$ cat config.mk
export PLATFORM = sky130hd
export DESIGN_NAME = gcb_global_clock_gate_and_mux
export DESIGN_NICKNAME = d
export VERILOG_FILES = /design/src/include/gcb_pkg.sv /design/src/rtl/gcb_global_clock_gate_and_mux.sv /design/src/rtl/gcb_buffer_cell.sv
export VERILOG_INCLUDE_DIRS = /design/src /design/src/include
export SDC_FILE = /design/constraint.sdc
export NUM_CORES = 1
export LEC_CHECK = 0
export ABC_AREA = 1
export BUFFER_PORTS_ARGS = -buffer_cell sky130_fd_sc_hd__buf_2
export CELL_PAD_IN_SITES_DETAIL_PLACEMENT = 1
export CELL_PAD_IN_SITES_GLOBAL_PLACEMENT = 1
export CORE_UTILIZATION = 48
export CTS_CLUSTER_SIZE = 8
export DETAILED_ROUTE_END_ITERATION = 8
export GPL_TIMING_DRIVEN = 0
export PLACE_DENSITY_LB_ADDON = 0.08
export SLEW_MARGIN = 20
export SYNTH_ARGS = -nofsm -noshare
export SYNTH_HDL_FRONTEND = slang
export SYNTH_SLANG_ARGS = --single-unit
$ cat constraint.sdc
create_clock -name CLK -period 39.9 [get_ports CLK]
set_clock_uncertainty 0.15 [all_clocks]
set_input_delay 1.995 -clock CLK [delete_from_list [all_inputs] [get_ports CLK]]
set_output_delay 1.995 -clock CLK [all_outputs]
set_load 0.01 [all_outputs]
$ cat src/include/gcb_map.svh
// register offsets, field positions and constants for the global clock buffer block
`ifndef GCB_MAP_SVH
`define GCB_MAP_SVH
`define GCB_NUM_BUF 16
`define GCB_NUM_PAD 16
`define GCB_QUAD_CLK 8
`define GCB_ADDR_CFG 32'h0000_0000
`define GCB_ADDR_CFG2 32'h0000_0004
`define GCB_ADDR_SEL 32'h0000_0008
`define GCB_ADDR_EN 32'h0000_000c
`define GCB_ADDR_STAT 32'h0000_0010
`define GCB_ADDR_MGR 32'h0000_0014
`define GCB_ADDR_OUT 32'h0000_0018
`define GCB_ADDR_PADIO 32'h0000_001c
`define GCB_MGR_HF_BIT 0
`define GCB_MGR_LOCK_BIT 1
`define GCB_RESP_OKAY 2'h0
`define GCB_RESP_SLVERR 2'h2
`endif

$ cat src/include/gcb_pkg.sv
// types shared by the global clock buffer block
`default_nettype none
package gcb_pkg;
    typedef enum logic [1:0] {
        GCB_MODE_BUFFER = 2'h0,
        GCB_MODE_GATE = 2'h1,
        GCB_MODE_SELECT = 2'h3
    } gcb_mode_e;
    typedef enum logic [1:0] {
        GCB_SRC_PAD = 2'h0,
        GCB_SRC_MANAGER = 2'h1,
        GCB_SRC_LOCAL = 2'h3
    } gcb_src_e;
    // switchover sequence, gray along run, drain, park, wait, run
    typedef enum logic [1:0] {
        GCB_ST_RUN = 2'h0,
        GCB_ST_DRAIN = 2'h1,
        GCB_ST_PARK = 2'h3,
        GCB_ST_WAIT = 2'h2
    } gcb_state_e;
endpackage
`default_nettype wire

$ cat src/rtl/gcb_global_clock_gate_and_mux.sv
// sixteen global clock buffer cells with an AXI4-Lite configuration slave
`include "gcb_map.svh"
`default_nettype none
module gcb_global_clock_gate_and_mux (
    input wire logic CLK,
    input wire logic RESET,
    input wire logic [15:0] PAD_IN,
    input wire logic [15:0] MANAGER_IN,
    input wire logic [15:0] LOCAL_IN,
    input wire logic [15:0] SECOND_IN,
    input wire logic [15:0] ENABLE_IN,
    input wire logic [15:0] SELECT_IN,
    input wire logic MANAGER_INPUT_CLOCK,
    input wire logic MANAGER_LOCKED,
    output logic [15:0] GLOBAL_CLOCK_OUT,
    output logic [15:0] PAD_USER_OUT,
    output logic [15:0] PAD_USER_OE,
    output logic DOUBLED_CLOCK_OUT,
    output logic DOUBLED_CLOCK_INVERTED_OUT,
    output logic QUARTER_PHASE_OUT,
    output logic THREE_QUARTER_PHASE_OUT,
    input wire logic [31:0] S_AXI_AWADDR,
    input wire logic S_AXI_AWVALID,
    output logic S_AXI_AWREADY,
    input wire logic [31:0] S_AXI_WDATA,
    input wire logic [3:0] S_AXI_WSTRB,
    input wire logic S_AXI_WVALID,
    output logic S_AXI_WREADY,
    output logic [1:0] S_AXI_BRESP,
    output logic S_AXI_BVALID,
    input wire logic S_AXI_BREADY,
    input wire logic [31:0] S_AXI_ARADDR,
    input wire logic S_AXI_ARVALID,
    output logic S_AXI_ARREADY,
    output logic [31:0] S_AXI_RDATA,
    output logic [1:0] S_AXI_RRESP,
    output logic S_AXI_RVALID,
    input wire logic S_AXI_RREADY
);
    // static configuration: mode/source per buffer (2+2 bits), falling, used
    logic [31:0] cfg_mode;
    logic [31:0] cfg_src;
    logic [15:0] cfg_falling;
    logic [15:0] cfg_used;
    logic [15:0] sel_reg;
    logic [15:0] en_reg;
    logic [15:0] pad_user_out;
    logic [15:0] pad_user_oe;
    logic mgr_hf;
    // pin inputs pass two flops before use
    logic [15:0] pad_s1, pad_s2, mgr_s1, mgr_s2, loc_s1, loc_s2, sec_s1, sec_s2;
    logic [15:0] ena_s1, ena_s2, sel_s1, sel_s2;
    logic mci_s1, mci_s2, lck_s1, lck_s2;
    logic [15:0] cell_out;
    logic [1:0] dbl_div;
    logic mci_prev;
    logic aw_held, w_held;
    logic [31:0] aw_addr, w_data;
    logic [3:0] w_strb;
    logic tick;
    logic [31:0] sel_word, en_word, mgr_word, pad_word;

    assign tick = 1'b1;

    function automatic logic [31:0] merge(input logic [31:0] old, input logic [31:0] data,
        input logic [3:0] strb);
        logic [31:0] r;
        r = old;
        for (int i = 0; i < 4; i++)
            if (strb[i])
                r[i*8 +: 8] = data[i*8 +: 8];
        return r;
    endfunction

    function automatic logic addr_hit(input logic [31:0] addr, input logic [31:0] base);
        return addr[7:2] == base[7:2] && addr[31:8] == 24'h00_0000;
    endfunction

    // merged words, so byte lanes land on the live halves of shared registers
    assign sel_word = merge({cfg_used, cfg_falling}, w_data, w_strb);
    assign en_word = merge({sel_reg, en_reg}, w_data, w_strb);
    assign mgr_word = merge({31'h0000_0000, mgr_hf}, w_data, w_strb);
    assign pad_word = merge({pad_user_oe, pad_user_out}, w_data, w_strb);

    always_ff @(posedge CLK or posedge RESET)
    begin
        if (RESET)
        begin
            pad_s1 <= 16'h0000; pad_s2 <= 16'h0000; mgr_s1 <= 16'h0000; mgr_s2 <= 16'h0000;
            loc_s1 <= 16'h0000; loc_s2 <= 16'h0000; sec_s1 <= 16'h0000; sec_s2 <= 16'h0000;
            ena_s1 <= 16'h0000; ena_s2 <= 16'h0000; sel_s1 <= 16'h0000; sel_s2 <= 16'h0000;
            mci_s1 <= 1'b0; mci_s2 <= 1'b0; lck_s1 <= 1'b0; lck_s2 <= 1'b0;
        end
        else
        begin
            pad_s1 <= PAD_IN; pad_s2 <= pad_s1; mgr_s1 <= MANAGER_IN; mgr_s2 <= mgr_s1;
            loc_s1 <= LOCAL_IN; loc_s2 <= loc_s1; sec_s1 <= SECOND_IN; sec_s2 <= sec_s1;
            ena_s1 <= ENABLE_IN; ena_s2 <= ena_s1; sel_s1 <= SELECT_IN; sel_s2 <= sel_s1;
            mci_s1 <= MANAGER_INPUT_CLOCK; mci_s2 <= mci_s1;
            lck_s1 <= MANAGER_LOCKED; lck_s2 <= lck_s1;
        end
    end

    // write channel: address and data taken in either order
    always_ff @(posedge CLK or posedge RESET)
    begin
        if (RESET)
        begin
            aw_held <= 1'b0; w_held <= 1'b0;
            aw_addr <= 32'h0000_0000; w_data <= 32'h0000_0000; w_strb <= 4'h0;
        end
        else
        begin
            if (S_AXI_AWVALID && S_AXI_AWREADY)
            begin
                aw_held <= 1'b1;
                aw_addr <= S_AXI_AWADDR;
            end
            if (S_AXI_WVALID && S_AXI_WREADY)
            begin
                w_held <= 1'b1;
                w_data <= S_AXI_WDATA;
                w_strb <= S_AXI_WSTRB;
            end
            if (aw_held && w_held)
            begin
                aw_held <= 1'b0;
                w_held <= 1'b0;
            end
        end
    end

    always_ff @(posedge CLK or posedge RESET)
    begin
        if (RESET)
        begin
            S_AXI_AWREADY <= 1'b0;
            S_AXI_WREADY <= 1'b0;
        end
        else
        begin
            S_AXI_AWREADY <= !aw_held && !S_AXI_BVALID && !(S_AXI_AWVALID && S_AXI_AWREADY);
            S_AXI_WREADY <= !w_held && !S_AXI_BVALID && !(S_AXI_WVALID && S_AXI_WREADY);
        end
    end

    always_ff @(posedge CLK or posedge RESET)
    begin
        if (RESET)
        begin
            cfg_mode <= 32'h0000_0000;
            cfg_src <= 32'h0000_0000;
            cfg_falling <= 16'h0000;
            cfg_used <= 16'h0000;
            sel_reg <= 16'h0000;
            en_reg <= 16'hffff;
            mgr_hf <= 1'b0;
            pad_user_out <= 16'h0000;
            pad_user_oe <= 16'h0000;
            S_AXI_BVALID <= 1'b0;
            S_AXI_BRESP <= `GCB_RESP_OKAY;
        end
        else
        begin
            if (S_AXI_BVALID && S_AXI_BREADY)
                S_AXI_BVALID <= 1'b0;
            if (aw_held && w_held)
            begin
                S_AXI_BVALID <= 1'b1;
                S_AXI_BRESP <= `GCB_RESP_OKAY;
                if (addr_hit(aw_addr, `GCB_ADDR_CFG))
                    cfg_mode <= merge(cfg_mode, w_data, w_strb);
                else if (addr_hit(aw_addr, `GCB_ADDR_CFG2))
                    cfg_src <= merge(cfg_src, w_data, w_strb);
                else if (addr_hit(aw_addr, `GCB_ADDR_SEL))
                begin
                    cfg_falling <= sel_word[15:0];
                    cfg_used <= sel_word[31:16];
                end
                else if (addr_hit(aw_addr, `GCB_ADDR_EN))
                begin
                    en_reg <= en_word[15:0];
                    sel_reg <= en_word[31:16];
                end
                else if (addr_hit(aw_addr, `GCB_ADDR_MGR))
                    mgr_hf <= mgr_word[`GCB_MGR_HF_BIT];
                else if (addr_hit(aw_addr, `GCB_ADDR_PADIO))
                begin
                    pad_user_out <= pad_word[15:0];
                    pad_user_oe <= pad_word[31:16];
                end
                else if (!addr_hit(aw_addr, `GCB_ADDR_STAT) && !addr_hit(aw_addr, `GCB_ADDR_OUT))
                    S_AXI_BRESP <= `GCB_RESP_SLVERR;
            end
        end
    end

    // read channel, one-cycle turnaround
    always_ff @(posedge CLK or posedge RESET)
    begin
        if (RESET)
        begin
            S_AXI_ARREADY <= 1'b0;
            S_AXI_RVALID <= 1'b0;
            S_AXI_RDATA <= 32'h0000_0000;
            S_AXI_RRESP <= `GCB_RESP_OKAY;
        end
        else
        begin
            S_AXI_ARREADY <= !S_AXI_RVALID && !S_AXI_ARREADY && S_AXI_ARVALID;
            if (S_AXI_RVALID && S_AXI_RREADY)
                S_AXI_RVALID <= 1'b0;
            if (S_AXI_ARVALID && S_AXI_ARREADY)
            begin
                S_AXI_RVALID <= 1'b1;
                S_AXI_RRESP <= `GCB_RESP_OKAY;
                if (addr_hit(S_AXI_ARADDR, `GCB_ADDR_CFG))
                    S_AXI_RDATA <= cfg_mode;
                else if (addr_hit(S_AXI_ARADDR, `GCB_ADDR_CFG2))
                    S_AXI_RDATA <= cfg_src;
                else if (addr_hit(S_AXI_ARADDR, `GCB_ADDR_SEL))
                    S_AXI_RDATA <= {cfg_used, cfg_falling};
                else if (addr_hit(S_AXI_ARADDR, `GCB_ADDR_EN))
                    S_AXI_RDATA <= {sel_reg, en_reg};
                else if (addr_hit(S_AXI_ARADDR, `GCB_ADDR_STAT))
                    S_AXI_RDATA <= {16'h0000, pad_s2};
                else if (addr_hit(S_AXI_ARADDR, `GCB_ADDR_MGR))
                    S_AXI_RDATA <= {30'h0, lck_s2, mgr_hf};
                else if (addr_hit(S_AXI_ARADDR, `GCB_ADDR_OUT))
                    S_AXI_RDATA <= {16'h0000, GLOBAL_CLOCK_OUT};
                else if (addr_hit(S_AXI_ARADDR, `GCB_ADDR_PADIO))
                    S_AXI_RDATA <= {pad_user_oe, pad_user_out};
                else
                begin
                    S_AXI_RDATA <= 32'h0000_0000;
                    S_AXI_RRESP <= `GCB_RESP_SLVERR;
                end
            end
        end
    end

    // sixteen cells; a clock pad used as a source of a used buffer has its user output enable cleared
    generate
        for (genvar g = 0; g < `GCB_NUM_BUF; g++)
        begin : cells
            logic first_in;
            assign first_in = (cfg_src[2*g +: 2] == gcb_pkg::GCB_SRC_PAD) ? pad_s2[g] :
                (cfg_src[2*g +: 2] == gcb_pkg::GCB_SRC_MANAGER) ? mgr_s2[g] : loc_s2[g];
            gcb_buffer_cell u_cell (
                .clk(CLK),
                .reset(RESET),
                .tick(tick),
                .mode(gcb_pkg::gcb_mode_e'(cfg_mode[2*g +: 2])),
                .falling(cfg_falling[g]),
                .first_clock_in(first_in),
                .second_clock_in(sec_s2[g]),
                .enable(ena_s2[g] & en_reg[g]),
                .select(sel_s2[g] ^ sel_reg[g]),
                .clock_out(cell_out[g])
            );
        end
    endgenerate

    // unused branches held at their idle level instead of toggling
    always_ff @(posedge CLK or posedge RESET)
    begin
        if (RESET)
            GLOBAL_CLOCK_OUT <= 16'h0000;
        else
            GLOBAL_CLOCK_OUT <= (cell_out & cfg_used) | (cfg_falling & ~cfg_used);
    end

    always_ff @(posedge CLK or posedge RESET)
    begin
        if (RESET)
        begin
            PAD_USER_OUT <= 16'h0000;
            PAD_USER_OE <= 16'h0000;
        end
        else
        begin
            // a pad routed as clock source of a used buffer never drives
            for (int i = 0; i < `GCB_NUM_PAD; i++)
            begin
                PAD_USER_OUT[i] <= pad_user_out[i];
                PAD_USER_OE[i] <= pad_user_oe[i] &&
                    !(cfg_used[i] && cfg_src[2*i +: 2] == gcb_pkg::GCB_SRC_PAD);
            end
        end
    end

    // coarse synthesized clocks, low while mgr_hf is set: doubled pair divides CLK by two, 50/50 duty; phase pair follows the delayed manager input clock
    always_ff @(posedge CLK or posedge RESET)
    begin
        if (RESET)
        begin
            mci_prev <= 1'b0;
            dbl_div <= 2'h0;
        end
        else
        begin
            mci_prev <= mci_s2;
            dbl_div <= dbl_div + 2'h1;
        end
    end

    always_ff @(posedge CLK or posedge RESET)
    begin
        if (RESET)
        begin
            DOUBLED_CLOCK_OUT <= 1'b0;
            DOUBLED_CLOCK_INVERTED_OUT <= 1'b1;
            QUARTER_PHASE_OUT <= 1'b0;
            THREE_QUARTER_PHASE_OUT <= 1'b0;
        end
        else if (mgr_hf)
        begin
            DOUBLED_CLOCK_OUT <= 1'b0;
            DOUBLED_CLOCK_INVERTED_OUT <= 1'b0;
            QUARTER_PHASE_OUT <= 1'b0;
            THREE_QUARTER_PHASE_OUT <= 1'b0;
        end
        else
        begin
            DOUBLED_CLOCK_OUT <= dbl_div[0];
            DOUBLED_CLOCK_INVERTED_OUT <= ~dbl_div[0];
            QUARTER_PHASE_OUT <= mci_prev;
            THREE_QUARTER_PHASE_OUT <= ~mci_prev;
        end
    end

    AST_HF_SILENT: assert property (@(posedge CLK) disable iff (RESET)
        mgr_hf |=> !DOUBLED_CLOCK_OUT && !QUARTER_PHASE_OUT)
    else $error("doubled or quarter output active in high-frequency mode");
    AST_DOUBLED_INV: assert property (@(posedge CLK) disable iff (RESET)
        !mgr_hf ##1 !mgr_hf |-> DOUBLED_CLOCK_INVERTED_OUT == !DOUBLED_CLOCK_OUT)
    else $error("inverted doubled clock not complementary");
endmodule
`default_nettype wire

$ cat src/rtl/gcb_buffer_cell.sv
// one global clock buffer cell: pass-through, gate or glitch-free selector
`include "gcb_map.svh"
`default_nettype none
module gcb_buffer_cell (
    input wire logic clk,
    input wire logic reset,
    input wire logic tick,
    input wire gcb_pkg::gcb_mode_e mode,
    input wire logic falling,
    input wire logic first_clock_in,
    input wire logic second_clock_in,
    input wire logic enable,
    input wire logic select,
    output logic clock_out
);
    // inputs are sampled clock levels; the falling variant works on inverted levels
    logic a;
    logic b;
    logic a_prev;
    logic b_prev;
    logic cur;
    logic cur_clk;
    logic gated;
    logic out_pos;
    logic next_out;
    gcb_pkg::gcb_state_e state;
    gcb_pkg::gcb_state_e next_state;

    assign a = first_clock_in ^ falling;
    assign b = second_clock_in ^ falling;
    assign cur_clk = cur ? b : a;

    always_ff @(posedge clk or posedge reset)
    begin
        if (reset)
        begin
            a_prev <= 1'b0;
            b_prev <= 1'b0;
        end
        else if (tick)
        begin
            a_prev <= a;
            b_prev <= b;
        end
    end

    // gate decision latched on the rising edge only
    always_ff @(posedge clk or posedge reset)
    begin
        if (reset)
            gated <= 1'b0;
        else if (tick && a && !a_prev)
            gated <= enable;
    end

    always_ff @(posedge clk or posedge reset)
    begin
        if (reset)
            cur <= 1'b0;
        else if (tick && state == gcb_pkg::GCB_ST_WAIT && next_state == gcb_pkg::GCB_ST_RUN)
            cur <= ~cur;
    end

    always_comb
    begin
        next_state = state;
        case (state)
            gcb_pkg::GCB_ST_RUN:
                if (select != cur)
                    next_state = gcb_pkg::GCB_ST_DRAIN;
            gcb_pkg::GCB_ST_DRAIN:
                if (!(cur ? b : a))
                    next_state = gcb_pkg::GCB_ST_PARK;
            gcb_pkg::GCB_ST_PARK:
                next_state = gcb_pkg::GCB_ST_WAIT;
            gcb_pkg::GCB_ST_WAIT:
                if (cur ? (a_prev && !a) : (b_prev && !b))
                    next_state = gcb_pkg::GCB_ST_RUN;
            default:
                next_state = gcb_pkg::GCB_ST_RUN;
        endcase
    end

    always_ff @(posedge clk or posedge reset)
    begin
        if (reset)
            state <= gcb_pkg::GCB_ST_RUN;
        else if (tick)
            state <= next_state;
    end

    always_comb
    begin
        next_out = 1'b0;
        case (mode)
            gcb_pkg::GCB_MODE_BUFFER:
                next_out = a;
            gcb_pkg::GCB_MODE_GATE:
                next_out = (a && !a_prev) ? (a && enable) : (a && gated);
            gcb_pkg::GCB_MODE_SELECT:
                // parked low between drain and the new clock's fall
                next_out = (state == gcb_pkg::GCB_ST_RUN || state == gcb_pkg::GCB_ST_DRAIN)
                    ? (cur ? b : a) : 1'b0;
            default:
                next_out = 1'b0;
        endcase
    end

    // out_pos idles low, so the falling variant rests high
    always_ff @(posedge clk or posedge reset)
    begin
        if (reset)
            out_pos <= 1'b0;
        else if (tick)
            out_pos <= next_out;
    end

    assign clock_out = out_pos ^ falling;

    AST_PARK_LOW: assert property (@(posedge clk) disable iff (reset)
        (tick && state == gcb_pkg::GCB_ST_WAIT && mode == gcb_pkg::GCB_MODE_SELECT)
        |=> !out_pos)
    else $error("selector output not low while waiting");
    AST_BLOCKED_LOW: assert property (@(posedge clk) disable iff (reset)
        (tick && mode == gcb_pkg::GCB_MODE_GATE && a && !a_prev && !enable)
        |=> !out_pos)
    else $error("blocked pulse reached output");
    AST_PASS_PULSE: assert property (@(posedge clk) disable iff (reset)
        (tick && mode == gcb_pkg::GCB_MODE_GATE && a && !a_prev && enable)
        |=> out_pos)
    else $error("enabled pulse not passed");
    AST_HOLD_DECISION: assert property (@(posedge clk) disable iff (reset)
        (tick && a && a_prev) |=> $stable(gated))
    else $error("gate decision changed during high");
    AST_NO_SWITCH_HIGH: assert property (@(posedge clk) disable iff (reset)
        (state == gcb_pkg::GCB_ST_DRAIN && (cur ? b : a)) |=> state != gcb_pkg::GCB_ST_PARK)
    else $error("switched while current clock high");
    AST_RUN_FOLLOWS: assert property (@(posedge clk) disable iff (reset)
        (tick && mode == gcb_pkg::GCB_MODE_SELECT && state == gcb_pkg::GCB_ST_RUN && select == cur)
        |=> out_pos == $past(cur_clk))
    else $error("selector does not follow chosen clock");
endmodule
`default_nettype wire

==> results.json <==
{
  "fin_crit_ns": 3.82,
  "place.gp.congestion": 0.925,
  "fin_setup_tns_ns": 0,
  "cp-end-kind": "flop",
  "regToRegEndpoint": "cfg_src[17]",
  "cts_max_level": 3,
  "core_sq_um": 50500,
  "final_common_cell": "dfrtp_1",
  "p_leak_nw": 15.3,
  "setup_viol": 0,
  "synth_top_cell_by_area": "dfrtp_1",
  "synth.area.top_cells": "dfrtp_1 62%, nand2_1 9.3%, inv_1 5.5%, o21ai_0 5.2%, nand3_1 3.9%",
  "synth_seq_cells": 630,
  "start_util_pct": 49.0,
  "yosysUniqueCellTypes": 41,
  "crit_slowest_cell": "clkbuf_1",
  "run_status": "complete, no violations",
  "hpwl_um": 58900,
  "drtIter0Drc": 1514,
  "grt_max_degree": 110,
  "syn_to_final_growth_pct": 19.8,
  "reg2reg_slack_ns": 36.93,
  "placementRows": 82,
  "io_pins": 298,
  "totalWireLength_um": 81600,
  "clk_pin_slew_ns": 0.05,
  "cp_slowest_stage_delay_ns": 0.42,
  "portBuffers": 291,
  "cp.depth": 12,
  "critPathBufInv": 3,
  "clk-insertion-delay-late_ns": 0.65,
  "worst_pin_slew_ns": 0.992,
  "antenna_left": 0,
  "track_usage_pct": 32.0,
  "dr.pass1.iters": 7,
  "path_delay_family": "simple AND/OR/NAND/NOR gates",
  "die_h_um": 229,
  "drive_gt1_share_pct": 15.7,
  "cts_buffer_depth": 3,
  "nets": 3138,
  "rsz0062_at_grt": "no",
  "grt_overflow_total": 0,
  "worst_slack_ns": 36.08,
  "cts_hold_buf": 0,
  "async_flop_share_pct": 100,
  "die_x_um": 229,
  "final_cell_mix": "613 x dfrtp_1, 611 x nand2_1, 363 x inv_1, 315 x buf_2, 255 x o21ai_0",
  "clock_sinks": 630,
  "worstPathCellList": "buf_2 > nor2_1 > nand4_1 > nor2_4 > nand4_1 > clkbuf_1 > o21ai_0 > inv_1 > nand2_1 > nand3_1 > nand2_1 > nand2_1",
  "yosys_warnings": 0,
  "start_kind": "input port",
  "ir_drop_mv": 0.0330,
  "slew_viol_final": 0,
  "reg2reg_depth": 11,
  "yosys.area.top_type_share_pct": 62.1,
  "power_density_nw_per_um2": 56.7,
  "ctsResizeCount": 0,
  "cts_tree": "done",
  "min_path_type": "reg2reg",
  "synth_ff_type": "dfrtp_1",
  "maxCapViolCount": 0,
  "postCtsSetupBuffers": 0,
  "netlist_instances": 2545,
  "cts-root-buf": "clkbuf_16",
  "arrival_ns": 4.18,
  "grt_antenna_before_repair": 3,
  "required_ns": 40.26,
  "cp_max_fo": 10,
  "path_common_cell": "nand2_1",
  "path_class": "in2reg",
  "ys_seq_area_share_pct": 63.9,
  "grt_pass1_wl_um": 126000,
  "r2r_start": "aw_addr[23]",
  "critPathCapture": "S_AXI_RDATA[9]",
  "syn-cell-area_sq_um": 24700,
  "post_drt_wl_per_cell_um": 22.4,
  "grt_pass1_vias": 21657,
  "cts_made_buffers": 88,
  "pre_cts_ws_ns": 35.48,
  "hold_viol": 0,
  "design.die.area_sq_um": 52400,
  "avgSynthCellArea_sq_um": 9.71,
  "fin_crit_sh_pct": 9.57,
  "maxSlewHeadroom_pct": 33.9,
  "vias": 19620,
  "viasPerCell": 5.38,
  "drc": 0,
  "max_freq_ghz": 0.262,
  "synth_enable_flop_cells": 0,
  "startpoint": "S_AXI_ARADDR[11]"
}
-- kinds of logic after synthesis --
family	share of synthesized area (%)
other cells	0.0152
flops	63.9
simple gates	17.6
mux	0.365
xor+xnor	3.23
compound gates	7.95
buf+inv	7.01
-- worst min path at each step --
| stage | start | end | slack, ns | cells past startpoint |
|---|---|---|---|---|
| 2_1_floorplan | ena_s1[0] | ena_s2[0] | 0.18 | 0 |
| 3_3_place_gp | loc_s1[12] | loc_s2[12] | 0.18 | 0 |
| 3_5_place_dp | sec_s1[2] | sec_s2[2] | 0.19 | 0 |
| 4_1_cts | mgr_s1[12] | mgr_s2[12] | 0.20 | 0 |
| 5_1_grt | pad_s1[13] | pad_s2[13] | 0.19 | 0 |
| 6_report | pad_s1[13] | pad_s2[13] | 0.19 | 0 |
-- final cells by class --
type	instances	area, sq um
Fill cell	5813	20900
Clock buffer	121	2330
Sequential cell	630	15800
Tap cell	672	841
Multi-Input combinational cell	1475	7200
Clock inverter	7	80.1
Inverter	369	1390
Antenna cell	3	7.51
Buffer	72	347
Timing Repair Buffer	297	1620
-- routing by layer --
metal  GRT usage (%)  wire length, um  vias to the layer above  part of all wire (%)
met5               0                0                        -                     0
met4            15.0             3880                        0                   4.8
met1            39.4            32900                    10014                    40
met3            6.24             4160                      202                   5.1
li1                -                -                     8820                     -
met2            54.3            40700                      584                    50
-- report_power, final --
part / total (W) / internal (W) / switching [W]
clock network: 0.000674 / 0.000400 / 0.000273
logic: 0.000241 / 0.0000740 / 0.000167
registers: 0.000763 / 0.000714 / 0.0000492
-- worst reg2reg max path: stages (launching register included) --
cell and delay [ns]:
dfrtp_1 0.38, nor2_1 0.12, nand2_1 0.06, nor2_1 0.15, nand3_1 0.15, inv_2 0.11, nand2_2 0.09, nor2_1 0.63
nand2_1 0.44, clkbuf_1 0.34, nand2_1 0.11, o21ai_0 0.09
-- per-stage QoR --
step / area (sq um) / cells / power [W] / hold WS [ns] / util [%]
after detailed placement: 27200 / 3515 / 0.00101 / 0.186 / 53.9
after global placement: 27000 / 3509 / 0.000983 / 0.182 / 53.5
final: 29600 / 3646 / 0.00168 / 0.186 / 58.6
after floorplan: 24700 / 2546 / 0.000910 / 0.181 / -
after CTS: 29600 / 3643 / 0.00169 / 0.195 / 58.6
after global routing: 29600 / 3646 / 0.00175 / 0.194 / 58.6
-- cell usage after synthesis (3+ instances only) --
cell / number
o22ai_1: 16
mux2i_1: 9
inv_1: 364
dfstp_2: 17
o21ai_0: 255
nand3_1: 195
nor3_1: 4
buf_2: 24
o211ai_1: 16
xnor2_1: 27
buf_4: 6
nor2_1: 130
a21oi_1: 42
nor2_4: 5
nand3_2: 3
xor2_1: 64
o31ai_1: 17
inv_2: 4
nand2_1: 611
o2111ai_1: 5
a31oi_1: 11
nand2_2: 4
nand3b_1: 25
clkbuf_1: 39
nand4_1: 22
dfrtp_1: 613
Power figures use the tool's default switching activity.
